==> config.mk <==
export PLATFORM = sky130hd
export DESIGN_NAME = ahp_host_port
export DESIGN_NICKNAME = d
export VERILOG_FILES = /design/src/hw/ahp_pkg.sv /design/src/hw/ahp_regmem.sv /design/src/hw/ahp_host_port.sv
export VERILOG_INCLUDE_DIRS = /design/src /design/src/hw
export SDC_FILE = /design/constraint.sdc
export NUM_CORES = 2
export LEC_CHECK = 0
export BUFFER_PORTS_ARGS = -buffer_cell sky130_fd_sc_hd__buf_2
export CAP_MARGIN = 20
export CORE_UTILIZATION = 30
export DETAILED_ROUTE_END_ITERATION = 10
export GPL_ROUTABILITY_DRIVEN = 1
export MAX_ROUTING_LAYER = met4
export PLACE_DENSITY = 0.43
export SLEW_MARGIN = 0
export SYNTH_ARGS = -nofsm -noshare
export SYNTH_HDL_FRONTEND = slang
export SYNTH_SLANG_ARGS = --single-unit
export TNS_END_PERCENT = 10
==> constraint.sdc <==
create_clock -name REF_CLK -period 4.9 [get_ports REF_CLK]
set_input_delay 0.735 -clock REF_CLK [delete_from_list [all_inputs] [get_ports REF_CLK]]
set_output_delay 0.735 -clock REF_CLK [all_outputs]
set_load 0.02 [all_outputs]
==> src/hw/ahp_cfg.svh <==
// Constants for the asynchronous host register port
`ifndef AHP_CFG_SVH
`define AHP_CFG_SVH

// ----------------------------------------------------------------------
// Widths and synchroniser depth
// ----------------------------------------------------------------------
`define AHP_ADDR_W        8
`define AHP_DATA_W        8
`define AHP_SYNC_STAGES   3

// ----------------------------------------------------------------------
// Bus style select codes and the strap bit that is sampled
// ----------------------------------------------------------------------
`define AHP_STYLE_SEP     2'h0
`define AHP_STYLE_DSTB    2'h1
`define AHP_STYLE_SEP_S   2'h2
`define AHP_STYLE_DSTB_S  2'h3
`define AHP_STYLE_BIT     0

// ----------------------------------------------------------------------
// Reset values
// ----------------------------------------------------------------------
`define AHP_ADDR_RST      8'h00
`define AHP_DATA_RST      8'h00

// ----------------------------------------------------------------------
// Timing
// ----------------------------------------------------------------------
`define AHP_CLK_PERIOD_NS 10
`define AHP_ACK_MAX_NS    90
`define AHP_ACK_MAX_CYC   (`AHP_ACK_MAX_NS / `AHP_CLK_PERIOD_NS)

`endif

==> src/hw/ahp_pkg.sv <==
// Types shared by the asynchronous host register port
package ahp_pkg;

  // Host pins as seen after synchronising
  typedef struct packed {
    logic       cs_n;
    logic       ale;
    logic       strobe_n;
    logic       wr_dir;
    logic [7:0] addr;
    logic [7:0] data;
  } ahp_pins_t;

  // Access sequencer states
  typedef enum logic [1:0] {
    ST_IDLE = 2'b00,
    ST_RD   = 2'b01,
    ST_WR   = 2'b10,
    ST_DONE = 2'b11
  } ahp_state_t;

endpackage : ahp_pkg

==> src/hw/ahp_regmem.sv <==
// Register storage with registered read data
`timescale 1ns/10ps
`include "ahp_cfg.svh"

module ahp_regmem #(
  parameter int AW = `AHP_ADDR_W,
  parameter int DW = `AHP_DATA_W
) (
  // Clock and reset
  input  wire logic          clk,
  input  wire logic          rst,
  // Write port
  input  wire logic          wr_en,
  input  wire logic [AW-1:0] wr_addr,
  input  wire logic [DW-1:0] wr_data,
  // Read port
  input  wire logic          rd_en,
  input  wire logic [AW-1:0] rd_addr,
  output logic      [DW-1:0] rd_data
);

  logic [DW-1:0] mem_ff [0:(1<<AW)-1];

  always_ff @(posedge clk)
  begin
    if (wr_en)
    begin
      mem_ff[wr_addr] <= wr_data;
    end
  end

  always_ff @(posedge clk)
  begin
    if (rst)
    begin
      rd_data <= '0;
    end
    else if (rd_en)
    begin
      rd_data <= mem_ff[rd_addr];
    end
  end

endmodule : ahp_regmem

==> src/hw/ahp_host_port.sv <==
// Asynchronous parallel host port onto the on-chip register store
`timescale 1ns/10ps
`include "ahp_cfg.svh"

module ahp_host_port #(
  parameter int AW = `AHP_ADDR_W,
  parameter int DW = `AHP_DATA_W
) (
  // Clock and reset
  input  wire logic          REF_CLK,
  input  wire logic          RESET,
  // Style strap
  input  wire logic [1:0]    HOST_BUS_STYLE_SELECT,
  // Host control pins
  input  wire logic          CS_N,
  input  wire logic          ADDR_LATCH,
  input  wire logic          READ_OR_DATA_STROBE_N,
  input  wire logic          WRITE_OR_DIR,
  input  wire logic [AW-1:0] ADDR,
  // Bidirectional data bus
  input  wire logic [DW-1:0] DATA_IN,
  output logic      [DW-1:0] DATA_OUT,
  output logic               DATA_OE,
  // Acknowledge
  output logic               READY_N
);

  localparam int ACK_MAX = `AHP_ACK_MAX_CYC;

  // ----------------------------------------------------------------------
  // Pin synchronisers
  // ----------------------------------------------------------------------
  // Three stages; a bit moves only once stages two and three agree.

  ahp_pkg::ahp_pins_t pin_raw;
  ahp_pkg::ahp_pins_t sync1_ff;
  ahp_pkg::ahp_pins_t sync2_ff;
  ahp_pkg::ahp_pins_t sync3_ff;
  ahp_pkg::ahp_pins_t filt_ff;
  ahp_pkg::ahp_pins_t nxt_filt;
  localparam ahp_pkg::ahp_pins_t rst_pins = {1'b1, 1'b0, 1'b1, 1'b1,
                                             `AHP_ADDR_RST, `AHP_DATA_RST};

  always_comb
  begin
    pin_raw.cs_n     = CS_N;
    pin_raw.ale      = ADDR_LATCH;
    pin_raw.strobe_n = READ_OR_DATA_STROBE_N;
    pin_raw.wr_dir   = WRITE_OR_DIR;
    pin_raw.addr     = ADDR;
    pin_raw.data     = DATA_IN;
  end

  always_ff @(posedge REF_CLK)
  begin
    if (RESET)
    begin
      sync1_ff <= rst_pins;
      sync2_ff <= rst_pins;
      sync3_ff <= rst_pins;
    end
    else
    begin
      sync1_ff <= pin_raw;
      sync2_ff <= sync1_ff;
      sync3_ff <= sync2_ff;
    end
  end

  assign nxt_filt = (~(sync2_ff ^ sync3_ff) & sync3_ff)
                  | ((sync2_ff ^ sync3_ff) & filt_ff);

  always_ff @(posedge REF_CLK)
  begin
    if (RESET)
      filt_ff <= rst_pins;
    else
      filt_ff <= nxt_filt;
  end

  // ----------------------------------------------------------------------
  // Style strap
  // ----------------------------------------------------------------------
  // Strap bit 0 sampled on every clock out of reset; synchronous codes reuse the
  // asynchronous handshake of the matching strobe style.

  logic style_dstb_ff;

  always_ff @(posedge REF_CLK)
  begin
    if (RESET)
      style_dstb_ff <= 1'b0;
    else
      style_dstb_ff <= HOST_BUS_STYLE_SELECT[`AHP_STYLE_BIT];
  end

  // ----------------------------------------------------------------------
  // Address latch
  // ----------------------------------------------------------------------

  logic          ale_prev_ff;
  logic [AW-1:0] addr_lat_ff;
  logic [AW-1:0] eff_addr;
  logic          ale_fall;

  assign ale_fall = ale_prev_ff & ~filt_ff.ale;

  always_ff @(posedge REF_CLK)
  begin
    if (RESET)
      ale_prev_ff <= 1'b0;
    else
      ale_prev_ff <= filt_ff.ale;
  end

  always_ff @(posedge REF_CLK)
  begin
    if (RESET)
      addr_lat_ff <= `AHP_ADDR_RST;
    else if (filt_ff.ale)
      addr_lat_ff <= filt_ff.addr;
  end

  // Open while the latch enable is high
  assign eff_addr = filt_ff.ale ? filt_ff.addr : addr_lat_ff;

  // ----------------------------------------------------------------------
  // Strobe decode
  // ----------------------------------------------------------------------

  logic rd_req;
  logic wr_req;
  logic released;

  always_comb
  begin
    if (style_dstb_ff)
    begin
      rd_req   = ~filt_ff.strobe_n & filt_ff.wr_dir;
      wr_req   = ~filt_ff.strobe_n & ~filt_ff.wr_dir;
      released = filt_ff.strobe_n;
    end
    else
    begin
      rd_req   = ~filt_ff.strobe_n;
      wr_req   = ~filt_ff.wr_dir;
      released = filt_ff.strobe_n & filt_ff.wr_dir;
    end
    released = released | filt_ff.cs_n;
  end

  // ----------------------------------------------------------------------
  // Access sequencer
  // ----------------------------------------------------------------------
  // Returning to idle needs the strobe released or chip select high, so a strobe
  // held under chip select cannot start a second store.

  ahp_pkg::ahp_state_t state_ff;
  ahp_pkg::ahp_state_t nxt_state;
  logic                start_ok;

  assign start_ok = ~filt_ff.cs_n;

  always_comb
  begin
    nxt_state = state_ff;
    case (state_ff)
      ahp_pkg::ST_IDLE:
        if (start_ok && rd_req)
          nxt_state = ahp_pkg::ST_RD;
        else if (start_ok && wr_req)
          nxt_state = ahp_pkg::ST_WR;
      ahp_pkg::ST_RD:   nxt_state = ahp_pkg::ST_DONE;
      ahp_pkg::ST_WR:   nxt_state = ahp_pkg::ST_DONE;
      ahp_pkg::ST_DONE:
        if (released)
          nxt_state = ahp_pkg::ST_IDLE;
      default:          nxt_state = ahp_pkg::ST_IDLE;
    endcase
  end

  always_ff @(posedge REF_CLK)
  begin
    if (RESET)
      state_ff <= ahp_pkg::ST_IDLE;
    else
      state_ff <= nxt_state;
  end

  // ----------------------------------------------------------------------
  // Register store access
  // ----------------------------------------------------------------------

  logic          idle_start;
  logic          mem_rd_en;
  logic          mem_we_ff;
  logic [AW-1:0] wr_addr_ff;
  logic [DW-1:0] wr_data_ff;
  logic [DW-1:0] mem_rdata;

  assign idle_start = (state_ff == ahp_pkg::ST_IDLE) && start_ok;
  assign mem_rd_en  = idle_start && rd_req;

  always_ff @(posedge REF_CLK)
  begin
    if (RESET)
    begin
      mem_we_ff  <= 1'b0;
      wr_addr_ff <= `AHP_ADDR_RST;
      wr_data_ff <= `AHP_DATA_RST;
    end
    else
    begin
      mem_we_ff  <= idle_start && !rd_req && wr_req;
      wr_addr_ff <= eff_addr;
      wr_data_ff <= filt_ff.data;
    end
  end

  ahp_regmem #(
    .AW (AW),
    .DW (DW)
  ) u_regmem (
    .clk     (REF_CLK),
    .rst     (RESET),
    .wr_en   (mem_we_ff),
    .wr_addr (wr_addr_ff),
    .wr_data (wr_data_ff),
    .rd_en   (mem_rd_en),
    .rd_addr (eff_addr),
    .rd_data (mem_rdata)
  );

  // ----------------------------------------------------------------------
  // Host outputs
  // ----------------------------------------------------------------------

  always_ff @(posedge REF_CLK)
  begin
    if (RESET)
    begin
      DATA_OUT <= `AHP_DATA_RST;
      DATA_OE  <= 1'b0;
    end
    else if (state_ff == ahp_pkg::ST_RD)
    begin
      DATA_OUT <= mem_rdata;
      DATA_OE  <= 1'b1;
    end
    else if (nxt_state == ahp_pkg::ST_IDLE)
      DATA_OE  <= 1'b0;
  end

  // Store lands on the same edge that drops ready
  always_ff @(posedge REF_CLK)
  begin
    if (RESET)
      READY_N <= 1'b1;
    else
      READY_N <= !(nxt_state == ahp_pkg::ST_DONE);
  end
endmodule : ahp_host_port

==> results.ini <==
[run_status]
outcome = complete, no violations

[worst_setup_path]
critPathArrivalTime_ns = 5.29
path_cells = buf_4 > mux2_8 > buf_12 > nand2_1 > nand3_1 > a21oi_1 > nor4_1 > nor3_1 > nor4_1 > o221a_2
crit_family = simple AND/OR/NAND/NOR gates
crit_path_top_delay_cell = nor4_1
critPathLaunchType = flip-flop
slowest_delay_ns = 0.79
cp.depth = 10
path_class = flip-flop to flip-flop
rr_worst_depth = 10
end_kind = flip-flop
crit_buf_inv = 2
required_ns = 5.73
path_common_cell = nor4_1
worstPathMaxFanout = 52

[grt]
gr-usage-all-layers = 0.190
grt_first_pass_wirelength_um = 380000
overflow = 0
grt_start_max_net_pins = 167
antenna_found_initial = 14
first_global_vias = 49400

[clock_tree]
post_cts_buffers = 0
cts_resized = 0
cts-root-buf = clkbuf_16
htreeDepth = 4
path_clk_slew_ns = 0.06
numClockSinks = 2166
cts_buffers = 234
cts_tree = built
clk_path_buf_depth = 3
clkLatencyLatePin_ns = 0.89

[route]
vias_per_cell = 5.09
antenna_left = 0
dr_total_vias = 49900
drcViolationCount = 0
initialDrtViolationCount = 4405
wire_per_inst_um = 27.3
firstDrtPassIters = 6
wl_um = 268000

[pwr]
internal_power_w = 0.0294
pwr-share-seq = 0.542
p_leak_nw = 31.3
switchingPower_w = 0.00743
clkPwrFrac = 0.456
power_density_nw_per_um2 = 375
switching_share = 0.201
ir_drop_mv = 0.346
finalPower_w = 0.0369
combPwrFrac = 0.002

[placement]
place.port_buffers = 32
place_congestion = 0.815
dp_hpwl_um = 159000
dp_worst_setup_slack_ns = 0.398

[cells_and_area]
fillCellCount = 27100
syn2layout_area_growth_pct = 15.3
drive_gt1_frac = 0.117
nets = 5890

[timing]
setup_viol = 0
setup_ws_ns = 0.446
rsz0062_at_grt = false
max_freq_mhz = 225
skew_ns = 0.0359
finalMaxSlewViolations = 0
period_minus_slack_ns = 4.45
tightest_slew_ns = 1.18
max_slew_margin = 0.215
period_share = 0.909
setup-tns-final_ns = 0
final-hold-violation-count = 0
hold_slack_ns = 0.0684

[yosys]
yosysSeqAreaShare = 0.750
ys_ff_latch = 2166
synthArstFlopShare = 0
syn_inst = 5728
synth_nets = 5756
synth_ff_type = edfxtp_1
synth_top_family_by_area = simple AND/OR/NAND/NOR gates
synth-simple-area-share = 0.0940
synth_mux_area_frac = 0.0735
ys_warn_count = 0
synth_edf_count = 2048
synth_cell_types = 68
synth_xor_xnor_area_share = 0.000103
postSynthAreaPerCell_um2 = 14.9
syn_area_um2 = 85200
synth_compound_area_frac = 0.0597
synth_fa_ha_area_frac = 0.000588

[floorplan]
die_x_um = 535
rows = 195
dieArea_um2 = 286000
dieHeight_um = 535
start_util = 0.302
io_pins = 34
fp.coreArea_um2 = 282000

[job]
maxCapViolCount = 0

[hold_path]
worst_hold_path_type = primary input to flip-flop
hold_depth = 2

[per-layer routing]
layer	global-route usage	share of wire
met1	0.259	0.45
met2	0.296	0.47
met3	0.0283	0.054
met4	0.0516	0.023
met5	-	0
[worst paths after layout]
path,from,to,slack [ns]
worst max-delay path,flip-flop,u_regmem.rd_data[6],0.45
worst min register to register,sync1_ff[16],sync2_ff[16],0.41
worst max register to register,flip-flop,u_regmem.rd_data[6],0.45
worst min-delay path,ADDR[5],sync1_ff[13],0.07
[cell type report]
class	instances	area [um^2]	share of cell area
Tap cell	3743	4680	0.0477
Sequential cell	2166	63900	0.651
Timing Repair Buffer	277	2810	0.0286
Antenna cell	6	15.0	0.000153
Inverter	7	26.3	0.000268
Clock inverter	111	877	0.00893
Clock buffer	316	6270	0.0639
Multi-Input combinational cell	3176	19600	0.200
[metrics by stage]
stage,area [um^2],util,std cells
after floorplan,85200,-,5728
after global placement,90900,0.322,9357
after detailed placement,90900,0.322,9359
after CTS,98200,0.348,9796
after global routing,98200,0.348,9800
final,98200,0.348,9802
[cell families (layout without fill, tap and decap cells)]
group / count (synthesis) / in the layout
other: 0 / 6
adders and majority gates: 4 / 4
buffers and inverters: 386 / 711
AOI/OAI and AO/OA: 792 / 792
DFF: 2166 / 2166
xor gates and xnor gates: 1 / 1
muxes: 507 / 507
and+or+nand+nor: 1872 / 1872
[Yosys cell counts, types with 78 or more instances]
| cell | count | share of area |
|---|---|---|
| buf_2 | 98 | 0.0058 |
| a21oi_1 | 342 | 0.020 |
| o21ai_0 | 98 | 0.0058 |
| o221ai_1 | 168 | 0.017 |
| mux4_2 | 94 | 0.025 |
| nand3_1 | 337 | 0.020 |
| nor2_1 | 308 | 0.014 |
| dfxtp_1 | 118 | 0.028 |
| edfxtp_1 | 2048 | 0.72 |
| nand2_1 | 978 | 0.043 |
| mux2i_1 | 407 | 0.048 |
| clkbuf_1 | 143 | 0.0063 |
| buf_1 | 78 | 0.0034 |
[cells in the final DEF (no fill, tap or decap), drive strengths merged, types with 14 or more instances in the layout]
cell type / count
nand3: 337
o21ai: 100
nor2b: 72
dfxtp: 118
a2111oi: 24
nand2: 978
nand4: 28
nor4: 36
mux4: 94
and3: 18
a21oi: 342
clkbuf: 316
a31oi: 52
nor3: 73
clkinv: 94
nor2: 308
buf: 267
o221ai: 168
edfxtp: 2048
a211oi: 14
o22ai: 24
mux2i: 407
[flip-flops by register name, summed over array words and instances, names as in the netlist, 2 cells and up, named ones only]
name	flops
DATA_OUT	8
sync3_ff	20
u_regmem.rd_data	8
wr_addr_ff	8
state_ff	2
u_regmem.mem_ff	2048
wr_data_ff	8
sync1_ff	20
sync2_ff	20
[worst register-to-register path, stage by stage (launching register included)]
cell and delay, ns:
dfxtp_2 0.35, buf_4 0.44, mux2_8 0.71, buf_12 0.34
nand2_1 0.10, nand3_1 0.09, a21oi_1 0.07, nor4_1 0.77
nor3_1 0.40, nor4_1 0.79, o221a_2 0.33
[power groups by stage]
stage	combinational, W	sequential (W)	clock [W]
floorplan	0.0000314	0.0204	0
global placement	0.0000641	0.0204	0
detailed placement	0.0000648	0.0204	0
CTS	0.0000720	0.0200	0.0172
global route	0.0000770	0.0200	0.0178
finish	0.0000702	0.0200	0.0168
[what timing repair did]
item | CTS | global route
endpoints found under the hold margin | 10 | 0
endpoints found under the setup margin | 0 | 0
hold buffers | 10 | 0
No activity file was read; power rests on OpenSTA's default activity.
